**config.mk**
```make
export PLATFORM = sky130hd
export DESIGN_NAME = mifd_decoder
export DESIGN_NICKNAME = d
export VERILOG_FILES = /design/src/shared/mifd_pkg.sv /design/src/hw/mifd_decoder.sv /design/src/hw/mifd_tbl_unit.sv /design/src/hw/mifd_mul_unit.sv
export SDC_FILE = /design/constraint.sdc
export NUM_CORES = 1
export LEC_CHECK = 0
export BUFFER_PORTS_ARGS = -buffer_cell sky130_fd_sc_hd__buf_2
export CAP_MARGIN = 25
export CORE_MARGIN = 10
export CORE_UTILIZATION = 54
export DETAILED_ROUTE_END_ITERATION = 8
export GPL_TIMING_DRIVEN = 1
export PLACE_DENSITY = 0.79
export SYNTH_ARGS = -nofsm -noshare
export SYNTH_HDL_FRONTEND = slang
export SYNTH_HIERARCHICAL = 1
export SYNTH_SLANG_ARGS = --single-unit
```
**constraint.sdc**
```tcl
create_clock -name clk_i -period 7.8 [get_ports clk_i]
set_input_delay 0.39 -clock clk_i [delete_from_list [all_inputs] [get_ports clk_i]]
set_output_delay 0.39 -clock clk_i [all_outputs]
set_load 0.05 [all_outputs]
```
**src/shared/mifd_pkg.sv**
```systemverilog
// Purpose: Shared constants and types for the instruction format decoder.
// Assumes: 16-bit instruction words, 32-bit classic Wishbone register port.
// Notes: Opcode patterns are matched on the top bits of each word.
package mifd_pkg;

  // Register byte offsets on the Wishbone port
  localparam logic [7:0] MIFD_OFS_CTRL = 8'h00;
  localparam logic [7:0] MIFD_OFS_BANK = 8'h04;
  localparam logic [7:0] MIFD_OFS_PTR = 8'h08;
  localparam logic [7:0] MIFD_OFS_LATCH = 8'h0c;
  localparam logic [7:0] MIFD_OFS_PROD = 8'h10;
  localparam logic [7:0] MIFD_OFS_STAT = 8'h14;

  // Reset values
  localparam logic MIFD_RST_ENABLE = 1'b1;
  localparam logic [3:0] MIFD_RST_BANK = 4'h0;
  localparam logic [20:0] MIFD_RST_PTR = 21'h000000;
  localparam logic [7:0] MIFD_RST_LATCH = 8'h00;

  // Widths and instruction cycle length
  localparam int MIFD_PTR_W = 21;
  localparam int MIFD_LATCH_W = 8;
  localparam int MIFD_PHASES = 4;
  localparam logic [1:0] MIFD_PHASE_LAST = 2'h3;

  // Field positions
  localparam int MIFD_POS_D = 9;
  localparam int MIFD_POS_A = 8;
  localparam int MIFD_POS_BIT = 9;
  localparam int MIFD_POS_CALL_S = 8;
  localparam logic [3:0] MIFD_SECOND_TAG = 4'hf;
  localparam logic [3:0] MIFD_ACCESS_HI = 4'hf;
  localparam logic [3:0] MIFD_ACCESS_LO = 4'h0;

  // Opcode patterns
  localparam logic [3:0] MIFD_OP_MOVE2 = 4'hc;
  localparam logic [7:0] MIFD_OP_JUMP = 8'hef;
  localparam logic [6:0] MIFD_OP_CALL = 7'h76;
  localparam logic [7:0] MIFD_OP_LDPTR = 8'hee;
  localparam logic [7:0] MIFD_OP_IDX = 8'heb;
  localparam logic [4:0] MIFD_OP_BRA = 5'h1a;
  localparam logic [4:0] MIFD_OP_BCOND = 5'h1c;
  localparam logic [4:0] MIFD_OP_LIT = 5'h01;
  localparam logic [11:0] MIFD_OP_TBL = 12'h000;
  localparam logic [1:0] MIFD_TBL_TAG = 2'h2;
  localparam logic [14:0] MIFD_OP_RET = 15'h0009;
  localparam logic [6:0] MIFD_OP_MULF = 7'h01;
  localparam logic [7:0] MIFD_OP_MULL = 8'h0d;

  // Table pointer modes
  typedef enum logic [1:0] {
    TBL_KEEP = 2'h0,
    TBL_POST_INC = 2'h1,
    TBL_POST_DEC = 2'h2,
    TBL_PRE_INC = 2'h3
  } mifd_tbl_mode_type;

  // Instruction formats
  typedef enum logic [3:0] {
    FMT_NOP = 4'h0,
    FMT_BYTE = 4'h1,
    FMT_MOVE2 = 4'h2,
    FMT_BIT = 4'h3,
    FMT_LIT = 4'h4,
    FMT_JUMP = 4'h5,
    FMT_CALL = 4'h6,
    FMT_BRA = 4'h7,
    FMT_BCOND = 4'h8,
    FMT_TBL = 4'h9,
    FMT_RET = 4'ha,
    FMT_IDX = 4'hb,
    FMT_LDPTR = 4'hc,
    FMT_CTRL = 4'hd
  } mifd_fmt_type;

  // Decoded instruction record
  typedef struct packed {
    mifd_fmt_type fmt;
    logic dest_file;
    logic use_bank;
    logic [11:0] src_addr;
    logic [11:0] dst_addr;
    logic [2:0] bit_sel;
    logic [7:0] literal;
    logic [19:0] target;
    logic relative;
    logic fast;
    mifd_tbl_mode_type tbl_mode;
    logic tbl_write;
    logic [6:0] src_index;
    logic [6:0] dst_index;
    logic [7:0] opcode;
  } mifd_dec_type;

  // Format of a lone word
  function automatic mifd_fmt_type mifd_classify(input logic [15:0] w);
    mifd_fmt_type f;
    f = FMT_CTRL;
    if (w[15:12] == MIFD_SECOND_TAG) f = FMT_NOP;
    else if (w[15:12] == MIFD_OP_MOVE2) f = FMT_MOVE2;
    else if (w[15:8] == MIFD_OP_JUMP) f = FMT_JUMP;
    else if (w[15:9] == MIFD_OP_CALL) f = FMT_CALL;
    else if (w[15:8] == MIFD_OP_LDPTR) f = FMT_LDPTR;
    else if (w[15:8] == MIFD_OP_IDX) f = FMT_IDX;
    else if (w[15:11] == MIFD_OP_BRA) f = FMT_BRA;
    else if (w[15:11] == MIFD_OP_BCOND) f = FMT_BCOND;
    else if (w[15:14] == MIFD_TBL_TAG) f = FMT_BIT;
    else if (w[15:4] == MIFD_OP_TBL && w[3]) f = FMT_TBL;
    else if (w[15:1] == MIFD_OP_RET) f = FMT_RET;
    else if (w[15:11] == MIFD_OP_LIT) f = FMT_LIT;
    else if (w[15:13] != 3'h7 && w[15:8] != 8'h00) f = FMT_BYTE;
    return f;
  endfunction

  // First word of a two-word instruction
  function automatic logic mifd_two_word(input mifd_fmt_type f);
    return f == FMT_MOVE2 || f == FMT_JUMP || f == FMT_CALL ||
           f == FMT_LDPTR || f == FMT_IDX;
  endfunction

  // Bank-qualified file address
  function automatic logic [11:0] mifd_file_addr(input logic a,
      input logic [7:0] f, input logic [3:0] bank);
    logic [3:0] hi;
    hi = f[7] ? MIFD_ACCESS_HI : MIFD_ACCESS_LO;
    return a ? {bank, f} : {hi, f};
  endfunction

endpackage

```
**src/hw/mifd_decoder.sv**
```systemverilog
// Purpose: Field decoder for 16-bit core instruction words.
// Assumes: Fetch holds a word valid until it is taken on the third phase.
// Notes: Registers sit on classic Wishbone, one aligned word each.
//
// Contract
// RQ1 - Destination bit 0 routes result to accumulator, 1 to file register.
// RQ2 - Access bit 1 takes bank from bank register; 0 uses access bank.
// RQ3 - Byte and bit formats carry an 8-bit file address joined to bank.
// RQ4 - Two-word move carries 12-bit source, then 12-bit destination.
// RQ5 - Bit formats carry a 3-bit bit position, 0 to 7.
// RQ6 - Literal formats carry an 8-bit immediate in the low byte.
// RQ7 - Jump and call target: low 8 bits first word, 12 more second.
// RQ8 - Call carries a fast select bit beside its opcode.
// RQ9 - Fast bit 1 saves or restores shadows; 0 leaves them untouched.
// RQ10 - Relative operands are two's complement; call and jump are direct.
// RQ11 - Unconditional relative jump uses signed offset in bits 10:0.
// RQ12 - Conditional relative jumps use signed offset in bits 7:0.
// RQ13 - Table accesses keep, post-increment, post-decrement or pre-increment.
// RQ14 - Table pointer is 21 bits wide; table latch is 8 bits wide.
// RQ15 - Indexed indirect moves use 7-bit source and destination offsets; code takes a 12-bit destination address when first-word bit 7 is 0.
// RQ16 - Multiply result lands in a high and low product byte pair.
// RQ17 - Don't-care instruction bits are ignored whatever their value.
// RQ18 - A lone second word with top nibble all ones runs as no-op.
// RQ19 - One instruction cycle spans four clock periods.
// RQ20 - Opcode sits in the top bits; operands fill the lower bits.
`timescale 1ns/1ps
module mifd_decoder
  import mifd_pkg::*;
#(
  parameter int PTR_W = MIFD_PTR_W,
  parameter int LAT_W = MIFD_LATCH_W
) (
  // Clock and reset
  input wire logic clk_i,
  input wire logic rst_i,
  // Wishbone slave
  input wire logic wb_cyc_i,
  input wire logic wb_stb_i,
  input wire logic wb_we_i,
  input wire logic [7:0] wb_adr_i,
  input wire logic [3:0] wb_sel_i,
  input wire logic [31:0] wb_dat_i,
  output logic [31:0] wb_dat_o,
  output logic wb_ack_o,
  // Instruction fetch
  input wire logic fetch_valid_i,
  input wire logic [15:0] fetch_word_i,
  output logic fetch_ready_o,
  // Datapath operands for multiply
  input wire logic [7:0] working_accumulator_i,
  input wire logic [7:0] file_data_i,
  // Decoded instruction
  output mifd_dec_type dec_o,
  output logic dec_valid_o,
  output logic shadow_save_o,
  output logic shadow_restore_o,
  // Program memory table port
  input wire logic [LAT_W-1:0] pmem_rdata_i,
  output logic [PTR_W-1:0] pmem_addr_o,
  output logic pmem_rd_o,
  output logic pmem_wr_o,
  output logic [LAT_W-1:0] pmem_wdata_o,
  // Product pair
  output logic [7:0] product_high_byte_o,
  output logic [7:0] product_low_byte_o
);

  // Two-word tracking states
  typedef enum logic [1:0] {
    ST_FIRST = 2'b01,
    ST_SECOND = 2'b10
  } mifd_state_type;

  mifd_state_type state_reg, state_next;
  logic [1:0] phase_reg;
  logic ready_reg;
  logic [15:0] first_reg;
  logic enable_reg;
  logic [3:0] bank_select_reg;
  logic ack_reg;
  logic [31:0] rdata_reg;
  mifd_dec_type dec_reg, dec_next;
  logic dec_valid_reg;
  logic save_reg, restore_reg;
  logic mul_go_reg;
  logic mul_lit_reg;
  logic [7:0] mul_lit_val_reg;
  logic [7:0] lone_nop_count_reg;
  logic take;
  logic bus_req, bus_wr;
  logic ptr_we, latch_we;
  logic [PTR_W-1:0] ptr_val;
  logic [LAT_W-1:0] latch_val;
  logic [31:0] ptr_merged, latch_merged, bank_merged, ctrl_merged;
  logic tbl_go;
  logic is_mul_f, is_mul_l;
  mifd_fmt_type word_fmt;

  // Byte-lane merge for register writes
  function automatic logic [31:0] lane_merge(input logic [31:0] old,
      input logic [31:0] nw, input logic [3:0] sel);
    logic [31:0] r;
    r = old;
    for (int i = 0; i < 4; i++) begin
      if (sel[i]) r[i*8 +: 8] = nw[i*8 +: 8];
    end
    return r;
  endfunction

  // Words are taken only on the third phase of a cycle
  assign take = fetch_valid_i && ready_reg && enable_reg;
  assign word_fmt = mifd_classify(fetch_word_i); // RQ20
  assign bus_req = wb_cyc_i && wb_stb_i && !ack_reg;
  assign bus_wr = bus_req && wb_we_i;
  assign ptr_we = bus_wr && (wb_adr_i == MIFD_OFS_PTR);
  assign latch_we = bus_wr && (wb_adr_i == MIFD_OFS_LATCH);
  assign ptr_merged = lane_merge({{(32-PTR_W){1'b0}}, ptr_val},
      wb_dat_i, wb_sel_i);
  assign latch_merged = lane_merge({{(32-LAT_W){1'b0}}, latch_val},
      wb_dat_i, wb_sel_i);
  assign bank_merged = lane_merge({28'h0000000, bank_select_reg},
      wb_dat_i, wb_sel_i);
  assign ctrl_merged = lane_merge({31'h00000000, enable_reg},
      wb_dat_i, wb_sel_i);
  assign is_mul_f = fetch_word_i[15:9] == MIFD_OP_MULF;
  assign is_mul_l = fetch_word_i[15:8] == MIFD_OP_MULL;

  // Instruction cycle phase counter, four clocks per cycle
  always_ff @(posedge clk_i) begin
    if (rst_i) begin
      phase_reg <= 2'h0;
      ready_reg <= 1'b0;
    end else begin
      phase_reg <= phase_reg + 2'h1; // RQ19
      ready_reg <= (phase_reg + 2'h1) == (MIFD_PHASE_LAST - 2'h1); // RQ19
    end
  end

  // Next state of the two-word tracker
  always_comb begin
    state_next = state_reg;
    case (state_reg)
      ST_FIRST: begin
        if (take && mifd_two_word(word_fmt)) state_next = ST_SECOND;
      end
      ST_SECOND: begin
        if (take) state_next = ST_FIRST;
      end
      default: state_next = ST_FIRST;
    endcase
  end

  // Tracker state and held first word
  always_ff @(posedge clk_i) begin
    if (rst_i) begin
      state_reg <= ST_FIRST;
      first_reg <= 16'h0000;
    end else begin
      state_reg <= state_next;
      if (take && state_reg == ST_FIRST) first_reg <= fetch_word_i;
    end
  end

  // Field decode; bits outside each field never affect it
  always_comb begin
    logic [15:0] w;
    logic [15:0] f1;
    w = fetch_word_i;
    f1 = first_reg;
    dec_next = '0; // RQ17
    dec_next.opcode = w[15:8]; // RQ20
    dec_next.fmt = (state_reg == ST_SECOND) ? mifd_classify(f1) : word_fmt;
    if (state_reg == ST_SECOND) begin
      dec_next.opcode = f1[15:8];
      case (mifd_classify(f1))
        FMT_MOVE2: begin
          dec_next.src_addr = f1[11:0]; // RQ4
          dec_next.dst_addr = w[11:0]; // RQ4
          dec_next.dest_file = 1'b1;
        end
        FMT_JUMP, FMT_CALL: begin
          dec_next.target = {w[11:0], f1[7:0]}; // RQ7
          dec_next.relative = 1'b0; // RQ10
          dec_next.fast = (mifd_classify(f1) == FMT_CALL) &&
              f1[MIFD_POS_CALL_S]; // RQ8
        end
        FMT_LDPTR: begin
          dec_next.literal = w[7:0];
          dec_next.target = {8'h00, f1[3:0], w[7:0]};
          dec_next.dst_addr = {10'h000, f1[5:4]};
        end
        FMT_IDX: begin
          dec_next.src_index = f1[6:0]; // RQ15
          if (f1[7]) begin
            dec_next.dst_index = w[6:0]; // RQ15
          end else begin
            dec_next.dst_addr = w[11:0];
          end
        end
        default: dec_next.fmt = FMT_NOP;
      endcase
    end else begin
      case (word_fmt)
        FMT_BYTE: begin
          dec_next.dest_file = w[MIFD_POS_D]; // RQ1
          dec_next.use_bank = w[MIFD_POS_A]; // RQ2
          dec_next.src_addr = mifd_file_addr(w[MIFD_POS_A], w[7:0],
              bank_select_reg); // RQ2 RQ3
          dec_next.dst_addr = dec_next.src_addr;
        end
        FMT_BIT: begin
          dec_next.bit_sel = w[MIFD_POS_BIT +: 3]; // RQ5
          dec_next.use_bank = w[MIFD_POS_A]; // RQ2
          dec_next.src_addr = mifd_file_addr(w[MIFD_POS_A], w[7:0],
              bank_select_reg); // RQ3
          dec_next.dst_addr = dec_next.src_addr;
          dec_next.dest_file = 1'b1;
        end
        FMT_LIT: dec_next.literal = w[7:0]; // RQ6
        FMT_BRA: begin
          dec_next.relative = 1'b1; // RQ10
          dec_next.target = {{9{w[10]}}, w[10:0]}; // RQ11
        end
        FMT_BCOND: begin
          dec_next.relative = 1'b1; // RQ10
          dec_next.target = {{12{w[7]}}, w[7:0]}; // RQ12
        end
        FMT_TBL: begin
          dec_next.tbl_write = w[2];
          dec_next.tbl_mode = mifd_tbl_mode_type'(w[1:0]); // RQ13
        end
        FMT_RET: dec_next.fast = w[0]; // RQ9
        FMT_NOP: dec_next.opcode = 8'h00; // RQ18
        default: dec_next.literal = 8'h00;
      endcase
    end
  end

  // Decoded record and its valid pulse
  always_ff @(posedge clk_i) begin
    if (rst_i) begin
      dec_reg <= '0;
      dec_valid_reg <= 1'b0;
    end else begin
      dec_valid_reg <= take && !(state_reg == ST_FIRST &&
          mifd_two_word(word_fmt));
      if (take) dec_reg <= dec_next;
    end
  end

  // Shadow strobes follow the fast bit only when it is set
  always_ff @(posedge clk_i) begin
    if (rst_i) begin
      save_reg <= 1'b0;
      restore_reg <= 1'b0;
    end else begin
      save_reg <= take && state_reg == ST_SECOND &&
          mifd_classify(first_reg) == FMT_CALL &&
          first_reg[MIFD_POS_CALL_S]; // RQ9
      restore_reg <= take && state_reg == ST_FIRST &&
          word_fmt == FMT_RET && fetch_word_i[0]; // RQ9
    end
  end

  // Lone second words counted for software visibility
  always_ff @(posedge clk_i) begin
    if (rst_i) begin
      lone_nop_count_reg <= 8'h00;
    end else if (take && state_reg == ST_FIRST && word_fmt == FMT_NOP) begin
      lone_nop_count_reg <= lone_nop_count_reg + 8'h01; // RQ18
    end
  end

  // Multiply issue one clock after the word is taken
  always_ff @(posedge clk_i) begin
    if (rst_i) begin
      mul_go_reg <= 1'b0;
      mul_lit_reg <= 1'b0;
      mul_lit_val_reg <= 8'h00;
    end else begin
      mul_go_reg <= take && state_reg == ST_FIRST && (is_mul_f || is_mul_l);
      mul_lit_reg <= is_mul_l;
      mul_lit_val_reg <= fetch_word_i[7:0];
    end
  end

  // Table access launches with the decoded word
  assign tbl_go = take && state_reg == ST_FIRST && word_fmt == FMT_TBL;

  mifd_tbl_unit #(
    .PTR_W(PTR_W),
    .LAT_W(LAT_W)
  ) u_tbl (
    .clk_i(clk_i),
    .rst_i(rst_i),
    .op_go_i(tbl_go),
    .op_write_i(fetch_word_i[2]),
    .op_mode_i(mifd_tbl_mode_type'(fetch_word_i[1:0])), // RQ13
    .mem_rdata_i(pmem_rdata_i),
    .ptr_we_i(ptr_we),
    .ptr_wdata_i(ptr_merged[PTR_W-1:0]), // RQ14
    .latch_we_i(latch_we),
    .latch_wdata_i(latch_merged[LAT_W-1:0]), // RQ14
    .ptr_o(ptr_val),
    .latch_o(latch_val),
    .mem_addr_o(pmem_addr_o),
    .mem_rd_o(pmem_rd_o),
    .mem_wr_o(pmem_wr_o)
  );

  mifd_mul_unit #(
    .W(8)
  ) u_mul (
    .clk_i(clk_i),
    .rst_i(rst_i),
    .go_i(mul_go_reg),
    .a_i(working_accumulator_i),
    .b_i(mul_lit_reg ? mul_lit_val_reg : file_data_i),
    .product_high_byte_o(product_high_byte_o),
    .product_low_byte_o(product_low_byte_o)
  );

  // Latch value drives table writes from a flop inside the unit
  assign pmem_wdata_o = latch_val;

  // Control and bank registers written by software
  always_ff @(posedge clk_i) begin
    if (rst_i) begin
      enable_reg <= MIFD_RST_ENABLE;
      bank_select_reg <= MIFD_RST_BANK;
    end else if (bus_wr) begin
      if (wb_adr_i == MIFD_OFS_CTRL) enable_reg <= ctrl_merged[0];
      if (wb_adr_i == MIFD_OFS_BANK) bank_select_reg <= bank_merged[3:0];
    end
  end

  // Bus answer one clock after the strobe; unmapped reads give zero
  always_ff @(posedge clk_i) begin
    if (rst_i) begin
      ack_reg <= 1'b0;
      rdata_reg <= 32'h00000000;
    end else begin
      ack_reg <= bus_req;
      case (wb_adr_i)
        MIFD_OFS_CTRL: rdata_reg <= {31'h00000000, enable_reg};
        MIFD_OFS_BANK: rdata_reg <= {28'h0000000, bank_select_reg};
        MIFD_OFS_PTR: rdata_reg <= {{(32-PTR_W){1'b0}}, ptr_val};
        MIFD_OFS_LATCH: rdata_reg <= {{(32-LAT_W){1'b0}}, latch_val};
        MIFD_OFS_PROD: rdata_reg <= {16'h0000, product_high_byte_o,
            product_low_byte_o}; // RQ16
        MIFD_OFS_STAT: rdata_reg <= {16'h0000, lone_nop_count_reg,
            dec_reg.fmt, 2'h0, state_reg};
        default: rdata_reg <= 32'h00000000;
      endcase
    end
  end

  assign wb_ack_o = ack_reg;
  assign wb_dat_o = rdata_reg;
  assign fetch_ready_o = ready_reg;
  assign dec_o = dec_reg;
  assign dec_valid_o = dec_valid_reg;
  assign shadow_save_o = save_reg;
  assign shadow_restore_o = restore_reg;
endmodule

```
**src/hw/mifd_tbl_unit.sv**
```systemverilog
// Purpose: Program memory pointer and data latch with access modes.
// Assumes: One table operation per instruction cycle at most.
// Notes: Software writes win over an operation in the same cycle.
`timescale 1ns/1ps
module mifd_tbl_unit
  import mifd_pkg::*;
#(
  parameter int PTR_W = MIFD_PTR_W,
  parameter int LAT_W = MIFD_LATCH_W
) (
  // Clock and reset
  input wire logic clk_i,
  input wire logic rst_i,
  // Operation request
  input wire logic op_go_i,
  input wire logic op_write_i,
  input wire mifd_tbl_mode_type op_mode_i,
  input wire logic [LAT_W-1:0] mem_rdata_i,
  // Software access
  input wire logic ptr_we_i,
  input wire logic [PTR_W-1:0] ptr_wdata_i,
  input wire logic latch_we_i,
  input wire logic [LAT_W-1:0] latch_wdata_i,
  // State and memory strobes
  output logic [PTR_W-1:0] ptr_o,
  output logic [LAT_W-1:0] latch_o,
  output logic [PTR_W-1:0] mem_addr_o,
  output logic mem_rd_o,
  output logic mem_wr_o
);
  logic [PTR_W-1:0] one;
  logic [PTR_W-1:0] access_addr;
  assign one = {{(PTR_W-1){1'b0}}, 1'b1};
  // Pre-increment uses the stepped address for this access
  assign access_addr = (op_mode_i == TBL_PRE_INC) ? ptr_o + one : ptr_o;

  // Pointer update per mode
  always_ff @(posedge clk_i) begin
    if (rst_i) begin
      ptr_o <= MIFD_RST_PTR[PTR_W-1:0];
    end else if (ptr_we_i) begin
      ptr_o <= ptr_wdata_i;
    end else if (op_go_i) begin
      case (op_mode_i) // RQ13
        TBL_POST_INC: ptr_o <= ptr_o + one;
        TBL_POST_DEC: ptr_o <= ptr_o - one;
        TBL_PRE_INC: ptr_o <= ptr_o + one;
        default: ptr_o <= ptr_o;
      endcase
    end
  end

  // Latch takes read data, or software value
  always_ff @(posedge clk_i) begin
    if (rst_i) begin
      latch_o <= MIFD_RST_LATCH[LAT_W-1:0];
    end else if (latch_we_i) begin
      latch_o <= latch_wdata_i;
    end else if (op_go_i && !op_write_i) begin
      latch_o <= mem_rdata_i; // RQ14
    end
  end

  // Memory strobes, one cycle each
  always_ff @(posedge clk_i) begin
    if (rst_i) begin
      mem_addr_o <= '0;
      mem_rd_o <= 1'b0;
      mem_wr_o <= 1'b0;
    end else begin
      mem_addr_o <= op_go_i ? access_addr : mem_addr_o;
      mem_rd_o <= op_go_i && !op_write_i;
      mem_wr_o <= op_go_i && op_write_i;
    end
  end
endmodule

```
**src/hw/mifd_mul_unit.sv**
```systemverilog
// Purpose: Product register pair for the multiply operations.
// Assumes: Operands stand valid in the cycle go is high.
// Notes: Unsigned 8x8 product, held until the next multiply.
`timescale 1ns/1ps
module mifd_mul_unit
  import mifd_pkg::*;
#(
  parameter int W = 8
) (
  // Clock and reset
  input wire logic clk_i,
  input wire logic rst_i,
  // Operands
  input wire logic go_i,
  input wire logic [W-1:0] a_i,
  input wire logic [W-1:0] b_i,
  // Product pair
  output logic [W-1:0] product_high_byte_o,
  output logic [W-1:0] product_low_byte_o
);
  logic [2*W-1:0] prod;
  assign prod = a_i * b_i;

  // Split product into high and low byte
  always_ff @(posedge clk_i) begin
    if (rst_i) begin
      product_high_byte_o <= '0;
      product_low_byte_o <= '0;
    end else if (go_i) begin
      product_high_byte_o <= prod[2*W-1:W]; // RQ16
      product_low_byte_o <= prod[W-1:0]; // RQ16
    end
  end
endmodule

```
==> flow_summary_export.csv <==
group,metric,value,unit
power,cellPowerDensity,195,nW/µm²
clock_network,cts_made_buffers,25,
flow_run,maxCapViolCount,0,
timing,fin_crit,5.17,ns
layout,final_core_utilization,63.2,%
placement,place_congestion,0.909,
global_routing,grt_pass1_vias,11700,
hold_path,worstHoldPathCells,3,
timing,maxSlewViolCount,0,
detailed_routing,wire_per_inst,20.3,µm
synth,synth_edf_count,0,
layout,antennaDiodeCount,0,
synth,synth-main-ff-cell,"dfxtp_1",
layout,syn_to_final_growth,14.3,%
clock_network,post_cts_buffers,0,
global_routing,grtUsageTotal,25.9,%
synth,netlist_instances,1594,
global_routing,grt_pass1_wl,65900,µm
die,num_io_pins,262,
hold_path,min_to,"wb_ack_o$_SDFF_PP0_",
synth,synth_top_family_by_area,"simple AND/OR/NAND/NOR gates",
timing,hold_violations,0,
synth,yosysSeqAreaShare,34.4,%
synth,muxShareOfSynthArea,3.90,%
run_status,outcome,"complete, no violations",
clock_network,cts_max_path_buffers,3,
synth,yosysWarnings,6,
detailed_routing,ant_nets,0,
critical_path,path_max_fanout,8,
clock_network,cts_resized,0,
critical_path,r2r-end,"u_mul/product_high_byte_o[2]$_SDFFE_PP0P_",
synth,ys_types,83,
die,die_width,176,µm
critical_path,crit_path_end_kind,"flop",
clock_network,cts.clk_slew.worst_paths,0.06,ns
timing,fin_crit_sh,66.3,%
clock_network,clkSinkCount,225,
clock_network,root_buffer,"clkbuf_16",
die,start_util,55.3,%
clock_network,clk_latency,0.52,ns
clock_network,htree_levels,1,
hold_path,hp-class,"in -> reg",
synth,synthAdderAreaFrac,9.33,%
critical_path,r2r_cells,16,
die,die-area,30900,µm²
timing,worstMarginPinSlew,1.06,ns
critical_path,cp.arrival,5.57,ns
synth,synthArstFlopShare,0,%
synth,yosys.area_share.simple,24.6,%
die,row_count,56,
power,ir_worst_vdd,0.155,mV
detailed_routing,via_per_inst,6.04,
critical_path,timing.rr.start,"mul_lit_reg$_SDFF_PP0_",
placement,dp_hpwl,30600,µm
critical_path,startpoint_type,"flop",
detailed_routing,dr.pass1.iters,7,
layout,largest_reg_flops,88,
global_routing,grt_max_degree,130,
synth,synth_xor_area_share,2.74,%
placement,io_buffers,238,
detailed_routing,routed_wl,42200,µm
critical_path,crit_type,"reg -> reg",
detailed_routing,via_count,12500,
timing,clock_skew,0.0146,ns
clock_network,cts_hold_buf,0,
critical_path,cp.required,8.20,ns
layout,final_nets,1908,
placement,dpl.cell_count,2034,
synth,synth_compound_area_share,18.2,%
critical_path,r2r_slack,2.63,ns
timing,rsz0062_at_grt,"no",
synth,syn-cell-area,13100,µm²
detailed_routing,drt_iter0_drc,1537,
timing,slew_headroom,28.8,%
timing,setup_violations,0,
timing,max_freq,193,MHz
layout,finalNonFillerCells,2076,
die,core-area,23700,µm²
synth,ys_seq_elements,225,
synth,syn_avg_cell_area,8.21,µm²
timing,finalSetupTns,0,ns
layout,drive_gt1_share,19.2,%
power,power_leakage,6.28,nW
global_routing,antenna_found_initial,1,
hold_path,worst_hold_startpoint,"wb_stb_i",
clock_network,cts_tree,"built",
die,die_y,176,µm
detailed_routing,drc_errors,0,
global_routing,grt_overflow,0,
metal layers:
layer	wire, µm	share of wire, %	up-vias	track usage (%)
li1	-	-	5886	-
met4	1070	2.5	2	7.06
met2	20200	48	630	43.4
met1	16900	40	5941	32.7
met3	3930	9.3	87	5.66
met5	18	0.043	-	0
metrics by stage:
step	hold WS, ns	power, mW	setup slack (ns)	cell area [µm²]
floorplan	0.399	1.68	2.91	13100
global placement	0.406	1.81	2.78	14200
detailed placement	0.413	1.83	2.70	14200
CTS	0.109	2.93	2.68	15000
global route	0.145	3.05	2.37	15000
finish	0.122	2.92	2.63	15000
how the worst max path moves through the flow:
stage	start	endpoint	slack, ns	depth (start not counted)
after detailed placement	mul_lit_reg$_SDFF_PP0_	u_mul/product_high_byte_o[2]$_SDFFE_PP0P_	2.70	16
final	mul_lit_reg$_SDFF_PP0_	u_mul/product_high_byte_o[2]$_SDFFE_PP0P_	2.63	16
after floorplan	mul_lit_reg$_SDFF_PP0_	u_mul/product_high_byte_o[7]$_SDFFE_PP0P_	2.91	17
after global routing	mul_lit_reg$_SDFF_PP0_	u_mul/product_high_byte_o[6]$_SDFFE_PP0P_	2.37	16
after CTS	mul_lit_reg$_SDFF_PP0_	u_mul/product_high_byte_o[2]$_SDFFE_PP0P_	2.68	16
after global placement	mul_lit_reg$_SDFF_PP0_	u_mul/product_high_byte_o[2]$_SDFFE_PP0P_	2.78	16
power breakdown:
group | internal, mW | leakage (nW) | total (mW) | switching (mW)
Sequential | 1.17 | 1.82 | 1.18 | 0.0141
Clock | 0.629 | 0.371 | 1.10 | 0.471
Combinational | 0.229 | 4.09 | 0.640 | 0.411
cell usage after synthesis (11+ instances only):
cell type | n | area, µm²
nor2b_1 | 22 | 138
mux2_2 | 24 | 270
nand3_1 | 34 | 170
a22oi_1 | 40 | 300
inv_1 | 81 | 304
a221oi_1 | 22 | 193
xnor2_1 | 21 | 184
or4_1 | 12 | 90.1
nand4_1 | 23 | 144
clkbuf_1 | 92 | 345
and2_1 | 59 | 369
nor4_1 | 18 | 113
o21ai_0 | 63 | 315
a211oi_1 | 46 | 345
nand2b_1 | 11 | 68.8
nand2_1 | 143 | 537
buf_1 | 13 | 48.8
nor2_1 | 187 | 702
and3_1 | 14 | 87.6
buf_4 | 12 | 90.1
dfxtp_1 | 225 | 4500
fa_1 | 36 | 721
ha_1 | 40 | 500
or3_1 | 13 | 81.3
a21oi_1 | 79 | 395
mux2i_1 | 24 | 240
nor3_1 | 65 | 325
xor2_1 | 20 | 175
buf_2 | 14 | 70.1
cells by family after synthesis:
group	after synthesis
simple gates	640
compound gates	347
flops	225
buf+inv	216
fa+ha+maj	76
mux	48
xor+xnor	41
other cells	1
layout by cell type, fill, tap and decap left out, drive strengths merged, types with 22 or more instances in the layout:
cell / n
a211oi: 46
a21oi: 81
a221oi: 22
a22oi: 40
and2: 60
buf: 246
clkbuf: 31
dfxtp: 225
fa: 36
ha: 40
inv: 82
mux2: 24
mux2i: 24
nand2: 143
nand3: 35
nand4: 23
nor2: 187
nor2b: 23
nor3: 68
nor4: 22
o21ai: 67
worst max-delay path, cell delays in order, from the launching register on:
cell     delay (ns)
dfxtp_1        0.52
mux2_2         0.46
and2_1         0.18
fa_1           0.53
inv_1          0.05
fa_1           0.53
inv_1          0.05
fa_1           0.47
inv_1          0.05
fa_1           0.47
inv_1          0.04
ha_1           0.35
a21o_1         0.23
a31oi_1        0.39
a21oi_1        0.15
or3_1          0.34
a32o_1         0.27
area by class of cell:
class,count,area (µm²)
Multi-Input combinational cell,1163,7740
Inverter,81,304
Sequential cell,225,4500
Tap cell,319,399
Timing Repair Buffer,246,1270
Fill cell,2079,8710
Clock buffer,31,658
Clock inverter,11,90.1
(Power assumes the default switching activity.)
